### src/ext_irq_defs.vh
// Constants for the external pin interrupt controller.
`ifndef EXT_IRQ_DEFS_VH
`define EXT_IRQ_DEFS_VH

// Register offsets in I/O space and the shift into data space.
`define EXT_IRQ_FLAG_OFFSET 8'h3A
`define EXT_IRQ_CONTROL_OFFSET 8'h3B
`define EXT_IRQ_DATA_SPACE_SHIFT 8'h20

// Register reset value.
`define EXT_IRQ_REG_RESET 8'h00

// Bit positions inside the control and flag registers.
`define EXT_IRQ_LINE1_BIT 7
`define EXT_IRQ_LINE0_BIT 6
`define EXT_IRQ_VSEL_BIT 1

// Sense-control encodings {sense_hi, sense_lo}.
`define EXT_IRQ_SENSE_LEVEL 2'h0
`define EXT_IRQ_SENSE_ANY 2'h1
`define EXT_IRQ_SENSE_FALL 2'h2
`define EXT_IRQ_SENSE_RISE 2'h3

// Vector table bases (word addresses) and per-line vector indices.
`define EXT_IRQ_APP_BASE 12'h000
`define EXT_IRQ_BOOT_BASE 12'hC00
`define EXT_IRQ_LINE0_INDEX 12'h001
`define EXT_IRQ_LINE1_INDEX 12'h002

// Width of the vector address bus.
`define EXT_IRQ_VEC_W 12

`endif

### src/ext_irq_sense.v
// Pin event detector for one external interrupt line.
`timescale 1ns/1ps
`include "ext_irq_defs.vh"

module ext_irq_sense (
	// Clock, reset and enable
	input wire core_clk_in,
	input wire reset_n_in,
	input wire ce_in,
	// Pin and sense mode
	input wire pin_in,
	input wire [1:0] sense_in,
	// Detector results
	output reg event_out,
	output wire level_mode_out,
	output wire level_active_out
);

	reg pin_prev;
	wire rise;
	wire fall;

	always @(posedge core_clk_in) begin
		if (!reset_n_in) begin
			pin_prev <= 1'b1;
		end else if (ce_in) begin
			pin_prev <= pin_in;
		end
	end

	assign rise = pin_in & ~pin_prev;
	assign fall = ~pin_in & pin_prev;
	assign level_mode_out = (sense_in == `EXT_IRQ_SENSE_LEVEL);
	// Level sensing is active while the pin is held low.
	assign level_active_out = level_mode_out & ~pin_in;

	always @* begin
		case (sense_in)
			`EXT_IRQ_SENSE_ANY: begin
				event_out = rise | fall;
			end
			`EXT_IRQ_SENSE_FALL: begin
				event_out = fall;
			end
			`EXT_IRQ_SENSE_RISE: begin
				event_out = rise;
			end
			default: begin
				event_out = 1'b0;
			end
		endcase
	end

endmodule

### src/ext_irq_ctrl.v
// External pin interrupt controller for two request lines.
`timescale 1ns/1ps
`include "ext_irq_defs.vh"

module ext_irq_ctrl (
	// Clock, reset and enable
	input wire core_clk_in,
	input wire reset_n_in,
	input wire ce_in,
	// Register access from the core
	input wire [7:0] io_addr_in,
	input wire io_data_space_in,
	input wire io_wr_in,
	input wire io_rd_in,
	input wire [7:0] io_wdata_in,
	output reg [7:0] io_rdata_out,
	// Core status and control bits
	input wire global_irq_enable_in,
	input wire line1_sense_hi_in,
	input wire line1_sense_lo_in,
	input wire line0_sense_hi_in,
	input wire line0_sense_lo_in,
	// Pin levels as seen at the pads
	input wire ext_irq0_pin_in,
	input wire ext_irq1_pin_in,
	// Service acknowledge from the core
	input wire irq_ack_in,
	input wire irq_ack_line_in,
	// Request towards the core
	output reg irq_req_out,
	output reg irq_line_out,
	output reg [`EXT_IRQ_VEC_W-1:0] irq_vector_out,
	// Vector select bit and qualified line requests for the rest of the chip
	output reg vector_table_select_out,
	output reg [1:0] pending_out
);

	reg ext_irq1_enable;
	reg ext_irq0_enable;
	reg vector_table_select;
	reg ext_irq1_flag;
	reg ext_irq0_flag;
	reg next_ext_irq1_flag;
	reg next_ext_irq0_flag;
	reg [7:0] next_rdata;

	wire event0;
	wire event1;
	wire level_mode0;
	wire level_mode1;
	wire level_active0;
	wire level_active1;
	wire sel_control;
	wire sel_flag;
	wire wr_control;
	wire wr_flag;
	wire clr_by_sw0;
	wire clr_by_sw1;
	wire clr_by_ack0;
	wire clr_by_ack1;
	wire req0;
	wire req1;
	wire next_req;
	wire next_line;
	wire [`EXT_IRQ_VEC_W-1:0] next_vector;
	wire [1:0] next_pending;
	wire [1:0] sense0;
	wire [1:0] sense1;

	// Matches an access against a register offset in either address space.
	function reg_hit;
		input [7:0] addr;
		input data_space;
		input [7:0] offset;
		begin
			if (data_space) begin
				reg_hit = (addr == offset + `EXT_IRQ_DATA_SPACE_SHIFT);
			end else begin
				reg_hit = (addr == offset);
			end
		end
	endfunction

	// Builds a register byte from the two line bits and the select bit.
	function [7:0] pack_reg;
		input line1_bit;
		input line0_bit;
		input vsel_bit;
		reg [7:0] value;
		begin
			value = `EXT_IRQ_REG_RESET;
			value[`EXT_IRQ_LINE1_BIT] = line1_bit;
			value[`EXT_IRQ_LINE0_BIT] = line0_bit;
			value[`EXT_IRQ_VSEL_BIT] = vsel_bit;
			pack_reg = value;
		end
	endfunction

	// Computes a flag's next value; a new event wins over any clear.
	// Level mode forces zero so no stale edge is left once edge sensing returns.
	function next_flag;
		input flag;
		input level_mode;
		input set_event;
		input clr_sw;
		input clr_ack;
		begin
			if (level_mode) begin
				next_flag = 1'b0;
			end else if (set_event) begin
				next_flag = 1'b1;
			end else if (clr_sw | clr_ack) begin
				next_flag = 1'b0;
			end else begin
				next_flag = flag;
			end
		end
	endfunction

	// Vector address from table placement and line index.
	function [`EXT_IRQ_VEC_W-1:0] vector_of;
		input boot_space;
		input [`EXT_IRQ_VEC_W-1:0] index;
		begin
			if (boot_space) begin
				vector_of = `EXT_IRQ_BOOT_BASE + index;
			end else begin
				vector_of = `EXT_IRQ_APP_BASE + index;
			end
		end
	endfunction

	// Qualified request of one line; in level mode it follows the pin, not the flag.
	function line_request;
		input global_enable;
		input line_enable;
		input level_mode;
		input level_active;
		input flag;
		begin
			if (level_mode) begin
				line_request = global_enable & line_enable & level_active;
			end else begin
				line_request = global_enable & line_enable & flag;
			end
		end
	endfunction

	// Decodes an acknowledge from the core for one line.
	function ack_for;
		input ack;
		input ack_line;
		input line;
		begin
			ack_for = ack & (ack_line == line);
		end
	endfunction

	assign sense0 = {line0_sense_hi_in, line0_sense_lo_in};
	assign sense1 = {line1_sense_hi_in, line1_sense_lo_in};

	ext_irq_sense u_sense0 (
		.core_clk_in(core_clk_in),
		.reset_n_in(reset_n_in),
		.ce_in(ce_in),
		.pin_in(ext_irq0_pin_in),
		.sense_in(sense0),
		.event_out(event0),
		.level_mode_out(level_mode0),
		.level_active_out(level_active0)
	);

	ext_irq_sense u_sense1 (
		.core_clk_in(core_clk_in),
		.reset_n_in(reset_n_in),
		.ce_in(ce_in),
		.pin_in(ext_irq1_pin_in),
		.sense_in(sense1),
		.event_out(event1),
		.level_mode_out(level_mode1),
		.level_active_out(level_active1)
	);

	// Both aliases of a register decode to the same storage.
	// dual address decode
	assign sel_control = reg_hit(io_addr_in, io_data_space_in, `EXT_IRQ_CONTROL_OFFSET);
	assign sel_flag = reg_hit(io_addr_in, io_data_space_in, `EXT_IRQ_FLAG_OFFSET);
	assign wr_control = io_wr_in & sel_control;
	assign wr_flag = io_wr_in & sel_flag;

	assign clr_by_sw0 = wr_flag & io_wdata_in[`EXT_IRQ_LINE0_BIT];
	assign clr_by_sw1 = wr_flag & io_wdata_in[`EXT_IRQ_LINE1_BIT];

	assign clr_by_ack0 = ack_for(irq_ack_in, irq_ack_line_in, 1'b0);
	assign clr_by_ack1 = ack_for(irq_ack_in, irq_ack_line_in, 1'b1);

	always @* begin
		next_ext_irq0_flag = next_flag(ext_irq0_flag, level_mode0, event0,
			clr_by_sw0, clr_by_ack0);
		next_ext_irq1_flag = next_flag(ext_irq1_flag, level_mode1, event1,
			clr_by_sw1, clr_by_ack1);
	end

	// Control register: enables and vector placement.
	// Bits other than these three are not stored and read back as zero.
	always @(posedge core_clk_in) begin
		if (!reset_n_in) begin
			ext_irq1_enable <= 1'b0;
			ext_irq0_enable <= 1'b0;
			vector_table_select <= 1'b0;
		end else if (ce_in && wr_control) begin
			ext_irq1_enable <= io_wdata_in[`EXT_IRQ_LINE1_BIT];
			ext_irq0_enable <= io_wdata_in[`EXT_IRQ_LINE0_BIT];
			vector_table_select <= io_wdata_in[`EXT_IRQ_VSEL_BIT];
		end
	end

	// Flag register.
	// Flags move only on enabled cycles, so a clear while the enable is low is lost.
	always @(posedge core_clk_in) begin
		if (!reset_n_in) begin
			ext_irq1_flag <= 1'b0;
			ext_irq0_flag <= 1'b0;
		end else if (ce_in) begin
			ext_irq1_flag <= next_ext_irq1_flag;
			ext_irq0_flag <= next_ext_irq0_flag;
		end
	end

	assign req0 = line_request(global_irq_enable_in, ext_irq0_enable, level_mode0,
		level_active0, ext_irq0_flag);
	assign req1 = line_request(global_irq_enable_in, ext_irq1_enable, level_mode1,
		level_active1, ext_irq1_flag);

	// Line 0 sits at the lower vector and wins when both request.
	assign next_req = req0 | req1;
	assign next_line = ~req0 & req1;
	assign next_pending = {req1, req0};

	assign next_vector = next_line ?
		vector_of(vector_table_select, `EXT_IRQ_LINE1_INDEX) :
		vector_of(vector_table_select, `EXT_IRQ_LINE0_INDEX);

	// Read data mux; unmapped addresses read as zero.
	always @* begin
		if (sel_control) begin
			next_rdata = pack_reg(ext_irq1_enable, ext_irq0_enable, vector_table_select);
		end else if (sel_flag) begin
			next_rdata = pack_reg(ext_irq1_flag, ext_irq0_flag, 1'b0);
		end else begin
			next_rdata = `EXT_IRQ_REG_RESET;
		end
	end

	// Read data is held until the next read strobe, and frozen with the enable.
	always @(posedge core_clk_in) begin
		if (!reset_n_in) begin
			io_rdata_out <= `EXT_IRQ_REG_RESET;
		end else if (ce_in && io_rd_in) begin
			io_rdata_out <= next_rdata;
		end
	end

	// Request outputs toward the core, registered.
	// The request lags the flag by a cycle, so it stays high for one cycle after
	// an acknowledge; the core must not take the same line again at once.
	always @(posedge core_clk_in) begin
		if (!reset_n_in) begin
			irq_req_out <= 1'b0;
			irq_line_out <= 1'b0;
			irq_vector_out <= `EXT_IRQ_APP_BASE;
			vector_table_select_out <= 1'b0;
			pending_out <= 2'h0;
		end else if (ce_in) begin
			irq_req_out <= next_req;
			irq_line_out <= next_line;
			irq_vector_out <= next_vector;
			vector_table_select_out <= vector_table_select;
			pending_out <= next_pending;
		end
	end

endmodule

### config.mk
export PLATFORM = sky130hd
export DESIGN_NAME = ext_irq_ctrl
export DESIGN_NICKNAME = d
export VERILOG_FILES = /design/src/ext_irq_sense.v /design/src/ext_irq_ctrl.v
export VERILOG_INCLUDE_DIRS = /design/src
export SDC_FILE = /design/constraint.sdc
export NUM_CORES = 1
export LEC_CHECK = 0
export BUFFER_PORTS_ARGS = -buffer_cell sky130_fd_sc_hd__clkbuf_2
export CORE_MARGIN = 2
export CORE_UTILIZATION = 44
export CTS_CLUSTER_SIZE = 10
export DETAILED_ROUTE_END_ITERATION = 10
export PLACE_DENSITY = 0.79
export SYNTH_ARGS = -nofsm -noshare
export SYNTH_HDL_FRONTEND = slang
export SYNTH_SLANG_ARGS = --single-unit
### constraint.sdc
create_clock -name core_clk_in -period 1.6 [get_ports core_clk_in]
set_input_delay 0 -clock core_clk_in [delete_from_list [all_inputs] [get_ports core_clk_in]]
set_output_delay 0 -clock core_clk_in [all_outputs]
set_load 0.01 [all_outputs]
==> results of run 1 <==
metrics by stage:
stage                     power (mW)  hold WS (ps)  util, %  std cells  setup slack, ps
after floorplan               0.5320         130.4        -        128            307.5
after global placement        0.5602         265.7    52.83        175            190.1
after detailed placement      0.5659         290.4    52.83        175            182.2
after CTS                     0.8522         3.853    57.18        185            196.8
after global routing          0.8829         20.77    57.18        185            90.74
final                         0.8479         20.23    57.18        185            216.3
layout make-up:
| class | instances | share of cell area, % |
|---|---|---|
| repair buffers | 44 | 19.98 |
| flip-flops and latches | 16 | 25.32 |
| multi-input cells | 88 | 47.58 |
| well taps | 28 | 2.770 |
| inverters | 5 | 1.484 |
| clock buffers | 4 | 2.868 |
cell families after synthesis:
logic type      after synthesis
flops                        16
fa+ha+maj                     4
other cells                   1
buf+inv                      24
mux                           8
compound gates               24
simple gates                 39
registers in the layout, summed over array words and instances (netlist names):
register and count:
ext_irq1_flag 1, irq_vector_out 3, ext_irq0_flag 1, vector_table_select 1
u_sense0.pin_prev 1, u_sense1.pin_prev 1, ext_irq0_enable 1, pending_out 2
irq_req_out 1, ext_irq1_enable 1, io_rdata_out 3
worst min-delay path: stages:
cell and delay (ps):
clkbuf_2 100, mux2i_1 70, nor2b_1 100
Yosys cell counts (all sizes together):
library cell  number
a2111oi            2
a211oi             1
a21boi             4
a21oi              3
a31o               1
a31oi              2
and4               1
buf               16
clkbuf             3
conb               1
dfxtp             16
ha                 4
inv                5
mux2               4
mux2i              4
nand2             12
nand2b             3
nand3              4
nand3b             1
nand4              2
nand4b             1
nor2               4
nor2b              8
nor3b              1
o2111ai            1
o211a              1
o211ai             2
o21a               1
o21ai              4
o31a               1
o31ai              1
or2                1
or3b               1
per-layer routing:
metal | global-route usage (%) | share of wire, %
met1 | 19.47 | 41
met2 | 27.92 | 52
met3 | 3.429 | 6.1
met4 | 5.128 | 1.1
met5 | 0 | 0
power breakdown:
group | total [mW] | internal [mW] | switching [mW]
clock | 0.279 | 0.139 | 0.140
sequential | 0.418 | 0.409 | 0.00870
combinational | 0.151 | 0.0698 | 0.0813
total | 0.848 | 0.618 | 0.230
path summary, 6_finish.rpt:
kind                                                      to  cells after the start
worst max-delay path              ext_irq0_flag$_SDFFE_PN0P_                      8
worst min-delay path            ext_irq0_enable$_SDFFE_PN0P_                      3
worst max register to register    ext_irq0_flag$_SDFFE_PN0P_                      6
worst min register to register  io_rdata_out[1]$_SDFFE_PN0P_                      2
==> results.py, run 1 <==
metrics = {
    "die": {
        "die_w_um": 52.55,
        "pin_count": 56,
        "die-area_mm2": 0.002762,
        "fp.dieH_um": 52.55,
        "rows": 17,
        "core_region_area_mm2": 0.002212,
        "start_util_pct": 46.89,
    },
    "final_layout": {
        "layout_commonest_cell": "clkbuf_2",
        "synthToLayoutAreaGrowth_pct": 21.95,
        "antenna_cells": 0,
        "final_nets": 193,
        "design_area_mm2": 0.001265,
        "regArea_um2": 320.3,
        "multi_input_area_um2": 601.8,
        "layout-drive-gt1-share_pct": 31.21,
        "final_cell_mix": "clkbuf_2 (37), dfxtp_1 (16), conb_1 (13)",
        "fillers": 218,
    },
    "power_and_ir_drop": {
        "p_leak_nw": 0.5852,
        "peakVddDrop_v": 0.0004846,
        "p_per_area_mw_per_mm2": 670.3,
    },
    "critical_path": {
        "worstPathRequired_ps": 1800,
        "crit_buf_inv": 3,
        "cp_data_arrival_time_ps": 1580,
        "cp_cell_sequence": "dlygate4sd3_1, clkbuf_2, inv_1, ha_1, mux2_2, a21oi_1, a21oi_1, or2_1",
        "worstSetupStartpoint": "ext_irq0_pin_in",
        "critPathKind": "in -> reg",
        "timing.rr.start": "u_sense0.pin_prev$_SDFFE_PN1P_",
        "crit_top_cell": "a21oi_1",
        "reg2reg_slack_ps": 240,
        "crit_fanout": 4,
        "endpoint_kind": "flop",
        "slowest_stage": "dlygate4sd3_1",
        "slowest_delay_ps": 520,
        "startpoint_type": "input pin",
        "crit_family": "buffers and inverters",
    },
    "clock_network": {
        "cts_made_buffers": 3,
        "cts_tree": "yes",
        "htreeDepth": 1,
        "clockBufferDepth": 2,
        "cts_resized": 0,
        "cts-root-buf": "clkbuf_4",
        "ctsHoldBuffers": 6,
        "path_clk_slew_ps": 100,
        "clkLatencyLatePin_ps": 300,
        "cts.sinks": 16,
        "post_cts_buffers": 0,
    },
    "sta": {
        "period_share_pct": 86.48,
        "relSlewSlack_pct": 64.42,
        "slew_viol_final": 0,
        "finalCriticalPeriod_ps": 1384,
        "final.setup.tns_ps": 0,
        "fmaxAchievable_mhz": 722.7,
        "hold_viol_final": 0,
        "tightestPinTransition_ps": 530.4,
        "finalSetupViolCount": 0,
        "rsz0062_at_grt": "false",
        "finalClockSkew_ps": 5.448,
    },
    "global_routing": {
        "grt-ovfl-total": 0,
        "grt_pass1_vias": 813,
        "grt_max_degree": 19,
        "grt_usage_pct": 16.05,
        "grt_pass1_wl_um": 3312,
        "antenna_found_initial": 0,
    },
    "yosys": {
        "synth.distinct_cells": 34,
        "synth_top_area_share_pct": 30.88,
        "synth_xor_area_share_pct": 0,
        "synthCells": 116,
        "yosys.area_share.simple_pct": 20.39,
        "netlist_area_mm2": 0.001037,
        "synth.area.top_cells": "dfxtp_1 (31%), buf_4 (12%), a2111oi_4 (5.3%)",
        "ys_seq_area_share_pct": 30.88,
        "ys_ff_latch": 16,
        "avgSynthCellArea_um2": 8.942,
        "synth_compound_area_share_pct": 19.90,
        "yosysTopAreaCell": "dfxtp_1",
        "ys_warn_count": 0,
        "synthAdderAreaFrac_pct": 4.825,
        "synth_top_family_by_area": "simple AND/OR/NAND/NOR gates",
        "yosys-mux-area-fraction_pct": 8.203,
    },
    "flow_run": {
        "max_cap_violations": 0,
    },
    "worst_hold_path": {
        "min_path_type": "in -> reg",
        "min_from": "io_wdata_in[6]",
    },
    "placed_design": {
        "placed_cell_area_mm2": 0.001169,
        "gp_congestion": 0.7677,
        "numPortBuffers": 37,
        "dp_hpwl_um": 1659,
    },
    "detailed_routing": {
        "via_count": 930,
        "drt_wl_total_um": 2098,
        "drtAntennaViolNets": 0,
        "vias_per_cell": 5.027,
        "drc": 0,
        "first_pass_iters": 4,
        "first_iter_violations": 7,
        "wl_per_cell_um": 11.34,
    },
    "outcome": {
        "status": "finished clean",
    },
}
Power figures use the tool's default switching activity.
==> run 2: changes to the inputs <==
Settings changed: CELL_PAD_IN_SITES_DETAIL_PLACEMENT set to 1, CELL_PAD_IN_SITES_GLOBAL_PLACEMENT set to 2, CORE_UTILIZATION 44 to 24, PLACE_DENSITY 0.79 to not set, PLACE_DENSITY_LB_ADDON set to 0.1.
==> run 2 against run 1 <==
Against the previous run:
- critical path depth fell by 2
- core utilization fell by 27 points
- sequential share of layout area rose by 0.28 points
- non-clock buffer count fell by 6
- register-to-register slack got worse by 20 ps
- largest cell class unchanged
- largest power group unchanged
- highest routed layer unchanged
==> results.py, run 2 (same netlist as run 1, synthesis figures left out) <==
metrics = {
    "final_layout": {
        "final_util_pct": 30.62,
        "antenna_cells": 0,
        "synthToLayoutAreaGrowth_pct": 20.63,
        "final_cell_mix": "clkbuf_2 (37), dfxtp_1 (16), conb_1 (13)",
        "reg.largest.list": "io_rdata_out: 3 flops, irq_vector_out: 3 flops, pending_out: 2 flops",
        "final_nets": 187,
        "layout_commonest_cell": "clkbuf_2",
        "layout-drive-gt1-share_pct": 32.45,
    },
    "detailed_routing": {
        "vias_per_cell": 4.413,
        "via_count": 887,
        "top_layer": "met4",
        "drc": 0,
        "drtAntennaViolNets": 0,
        "first_iter_violations": 29,
        "wl_met2_um": 1165,
        "dr_wl_met3_um": 123,
        "drt_wl_total_um": 2473,
        "wl_met1_um": 1163,
        "first_pass_iters": 4,
        "wl_per_cell_um": 12.30,
    },
    "critical_path": {
        "crit_fanout": 2,
        "crit_family": "flip-flops",
        "cp_cell_sequence": "inv_1, ha_1, mux2_2, a21oi_1, a21oi_1, or2_1",
        "crit_top_cell": "a21oi_1",
        "worstSetupStartpoint": "u_sense0.pin_prev$_SDFFE_PN1P_",
        "critPathKind": "reg -> reg",
        "endpoint_kind": "flop",
        "slowest_stage": "dfxtp_1",
        "worstPathRequired_ps": 1740,
        "cp_data_arrival_time_ps": 1520,
        "crit_buf_inv": 1,
        "slowest_delay_ps": 340,
        "startpoint_type": "flop",
        "timing.rr.start": "u_sense0.pin_prev$_SDFFE_PN1P_",
    },
    "die": {
        "start_util_pct": 25.38,
        "fp.dieH_um": 69.74,
        "rows": 23,
        "core_region_area_mm2": 0.004086,
        "die_w_um": 69.74,
        "die-area_mm2": 0.004864,
        "pin_count": 56,
    },
    "global_routing": {
        "antenna_found_initial": 0,
        "grt_usage_pct": 10.29,
        "grt_max_degree": 19,
        "grt-ovfl-total": 0,
        "grt_pass1_wl_um": 4036,
        "grt_pass1_vias": 860,
    },
    "power_and_ir_drop": {
        "peakVddDrop_v": 0.0002090,
        "p_total_mw": 0.9258,
        "p_per_area_mw_per_mm2": 739.9,
        "switching_power_mw": 0.2380,
        "p_comb_share_pct": 15.4,
        "pwr-share-clk_pct": 39.6,
        "p_seq_share_pct": 45.1,
        "p_leak_nw": 0.5693,
        "power.internal_mw": 0.6878,
        "p_sw_share_pct": 25.70,
    },
    "clock_network": {
        "htreeDepth": 1,
        "cts_tree": "yes",
        "cts_made_buffers": 3,
        "cts_resized": 0,
        "post_cts_buffers": 0,
        "clockBufferDepth": 2,
        "clkLatencyLatePin_ps": 250,
        "cts.sinks": 16,
        "ctsHoldBuffers": 0,
        "cts-root-buf": "clkbuf_8",
        "path_clk_slew_ps": 70,
    },
    "worst_hold_path": {
        "min_path_type": "in -> reg",
        "min_from": "io_wdata_in[1]",
    },
    "sta": {
        "finalCriticalPeriod_ps": 1382,
        "setup_ws_ps": 217.6,
        "hold_viol_final": 0,
        "slew_viol_final": 0,
        "relSlewSlack_pct": 67.01,
        "fmaxAchievable_mhz": 723.4,
        "finalSetupViolCount": 0,
        "finalClockSkew_ps": 2.092,
        "period_share_pct": 86.40,
        "final.setup.tns_ps": 0,
        "tightestPinTransition_ps": 491.8,
        "hold_ws_ps": 26.19,
        "rsz0062_at_grt": "false",
    },
    "placed_design": {
        "dp_slack_ps": 130.7,
        "numPortBuffers": 37,
        "dp_hpwl_um": 2003,
        "gp_congestion": 0.6925,
    },
    "outcome": {
        "status": "finished clean",
    },
    "flow_run": {
        "max_cap_violations": 0,
    },
}
## run 2: changes by cell type in the layout (fill, tap and decap cells not counted), sizes merged
cell | before | now
dlygate4sd3 | 6 | 0
## run 2: final cells by class
cell class              count  area, um2
flip-flops and latches     16      320.3
fillers                   501       2835
clock buffers               4      55.05
inverters                   5      18.77
well taps                  50      62.56
multi-input cells          88      601.8
repair buffers             38      192.7
## run 2: final timing paths
path / to / slack [ps] / cells after the start
worst min-delay path: vector_table_select$_SDFFE_PN0P_ / 30 / 3
worst max-delay path: ext_irq0_flag$_SDFFE_PN0P_ / 220 / 6
worst min register to register: io_rdata_out[1]$_SDFFE_PN0P_ / 470 / 2
worst max register to register: ext_irq0_flag$_SDFFE_PN0P_ / 220 / 6
## run 2: per-layer routing
metal,vias up,global-route usage (%)
li1,447,-
met1,414,13.04
met2,24,16.99
met3,2,2.326
met4,0,3.846
met5,-,0
## run 2: power by group through the flow
stage | registers, mW | clock network (mW) | logic, mW
final | 0.417 | 0.366 | 0.142
after global routing | 0.419 | 0.396 | 0.163
after CTS | 0.418 | 0.379 | 0.145
after detailed placement | 0.427 | 0 | 0.144
after global placement | 0.426 | 0 | 0.141
after floorplan | 0.425 | 0 | 0.107
## run 2: per-stage QoR
step	cell area, um2	std cells
6_report	1251	201
5_1_grt	1251	201
4_1_cts	1251	201
3_5_place_dp	1196	197
3_3_place_gp	1196	197
2_1_floorplan	1082	128
## run 2: worst reg2reg max path: stages, from the launching register on
cell and delay [ps]:
dfxtp_1 340, inv_1 70, ha_1 170, mux2_2 250, a21oi_1 150, a21oi_1 80
or2_1 220
==> run 3: changes to the inputs <==
Settings changed: CTS_BUF_LIST set to sky130_fd_sc_hd__clkbuf_16.
==> run 3 against run 2 <==
Against the previous run:
- combinational power hardly changed
- wire length is 0.73% higher
- clock skew fell by 1.2 ps
- non-clock buffer count is the same
- total power up 14%
- clock power is 36% higher
- sequential share of layout area shrank 0.48 points
- global-route usage increased by 0.090 points
- die area did not move
- via count rose by 0.34%
- flip-flop and latch count unchanged
- count of clock-buffer cells in the layout down 1
- critical endpoint unchanged
- highest routed layer unchanged
==> results.py, run 3 (same netlist as run 1, synthesis figures left out) <==
metrics = {
    "outcome": {
        "status": "finished clean",
    },
    "clock_network": {
        "cts.sinks": 16,
        "post_cts_buffers": 0,
        "cts_resized": 0,
        "path_clk_slew_ps": 50,
        "cts_tree": "yes",
        "ctsHoldBuffers": 0,
        "cts_made_buffers": 3,
        "cts-root-buf": "clkbuf_16",
        "clkLatencyLatePin_ps": 250,
        "clockBufferDepth": 2,
        "htreeDepth": 1,
    },
    "critical_path": {
        "slowest_stage": "dfxtp_1",
        "startpoint_type": "flop",
        "slowest_delay_ps": 330,
        "cp_cell_sequence": "inv_1, ha_1, mux2_2, a21oi_1, a21oi_1, or2_1",
        "crit_buf_inv": 1,
        "critPathKind": "reg -> reg",
        "crit_family": "flip-flops",
        "crit_fanout": 2,
        "crit_top_cell": "a21oi_1",
        "worstPathRequired_ps": 1740,
        "endpoint_kind": "flop",
        "cp_data_arrival_time_ps": 1520,
    },
    "global_routing": {
        "grt_pass1_vias": 864,
        "grt_usage_pct": 10.38,
        "antenna_found_initial": 0,
        "grt-ovfl-total": 0,
        "grt_max_degree": 19,
        "grt_pass1_wl_um": 4036,
    },
    "worst_hold_path": {
        "min_path_type": "in -> reg",
    },
    "detailed_routing": {
        "drt_wl_total_um": 2491,
        "first_iter_violations": 18,
        "vias_per_cell": 4.428,
        "drc": 0,
        "drtAntennaViolNets": 0,
        "via_count": 890,
        "wl_per_cell_um": 12.39,
        "first_pass_iters": 4,
    },
    "final_layout": {
        "reg.largest.list": "io_rdata_out: 3 flops, irq_vector_out: 3 flops, pending_out: 2 flops",
        "final_nets": 187,
        "final_cell_mix": "clkbuf_2 (37), dfxtp_1 (16), conb_1 (13)",
        "layout-drive-gt1-share_pct": 31.79,
        "antenna_cells": 0,
        "layout_commonest_cell": "clkbuf_2",
        "design_area_mm2": 0.001275,
        "synthToLayoutAreaGrowth_pct": 22.92,
    },
    "die": {
        "fp.dieH_um": 69.74,
        "start_util_pct": 25.38,
        "rows": 23,
        "die_w_um": 69.74,
        "core_region_area_mm2": 0.004086,
        "pin_count": 56,
        "die-area_mm2": 0.004864,
    },
    "power_and_ir_drop": {
        "p_per_area_mw_per_mm2": 829.6,
        "peakVddDrop_v": 0.0003043,
        "p_leak_nw": 0.5791,
    },
    "sta": {
        "relSlewSlack_pct": 65.98,
        "period_share_pct": 86.30,
        "finalClockSkew_ps": 0.9263,
        "hold_viol_final": 0,
        "finalSetupViolCount": 0,
        "rsz0062_at_grt": "false",
        "setup_ws_ps": 219.3,
        "finalCriticalPeriod_ps": 1381,
        "slew_viol_final": 0,
        "final.setup.tns_ps": 0,
        "fmaxAchievable_mhz": 724.3,
        "tightestPinTransition_ps": 507.3,
    },
    "placed_design": {
        "dp_slack_ps": 130.7,
        "gp_congestion": 0.6925,
        "placed_cell_area_mm2": 0.001196,
        "numPortBuffers": 37,
        "dp_hpwl_um": 2003,
    },
    "flow_run": {
        "max_cap_violations": 0,
    },
}
==> run 3: cell count changes in the layout (fill, tap and decap cells not counted), sizes merged <==
| cell | before | now |
|---|---|---|
| clkbuf | 41 | 40 |
| clkinv | 0 | 1 |
==> run 3: worst min-delay path, stage by stage <==
cell,delay [ps]
clkbuf_2,80
mux2i_1,60
nor2b_1,100
==> run 3: area by class of cell <==
type                    instances  area (um2)
fillers                       500        2811
clock buffers                   3       75.07
clock inverters                 1       3.754
inverters                       5       18.77
well taps                      50       62.56
flip-flops and latches         16       320.3
repair buffers                 38       192.7
multi-input cells              88       601.8
==> run 3: path summary, 6_finish.rpt <==
path	slack, ps	end	from	cells past startpoint
setup / recovery	220	ext_irq0_flag$_SDFFE_PN0P_	u_sense0.pin_prev$_SDFFE_PN1P_	6
hold reg to reg	470	io_rdata_out[1]$_SDFFE_PN0P_	io_rdata_out[1]$_SDFFE_PN0P_	2
setup reg to reg	220	ext_irq0_flag$_SDFFE_PN0P_	u_sense0.pin_prev$_SDFFE_PN1P_	6
hold / removal	30	vector_table_select$_SDFFE_PN0P_	io_wdata_in[1]	3
==> run 3: power by group <==
part | switching [mW] | total [mW] | internal, mW
sequential | 0.00818 | 0.418 | 0.410
clock | 0.165 | 0.497 | 0.332
combinational | 0.0819 | 0.142 | 0.0604
==> run 3: layer usage <==
metal | part of all wire [%] | routed length (um) | up-vias | track usage [%]
met5 | 0 | 0 | - | 0
li1 | - | - | 451 | -
met4 | 0.84 | 21 | 0 | 4.487
met1 | 46 | 1145 | 413 | 12.86
met3 | 4.9 | 123 | 2 | 2.326
met2 | 48 | 1201 | 24 | 17.20
==> run 3: per-stage QoR <==
step / utilization, % / hold WS (ps) / cells / power (mW)
5_1_grt: 31.20 / 62.06 / 201 / 1.112
3_5_place_dp: 29.27 / 276.6 / 197 / 0.5709
3_3_place_gp: 29.27 / 259.0 / 197 / 0.5676
4_1_cts: 31.20 / 37.06 / 201 / 1.077
2_1_floorplan: - / 130.4 / 128 / 0.5320
6_report: 31.20 / 31.70 / 201 / 1.058
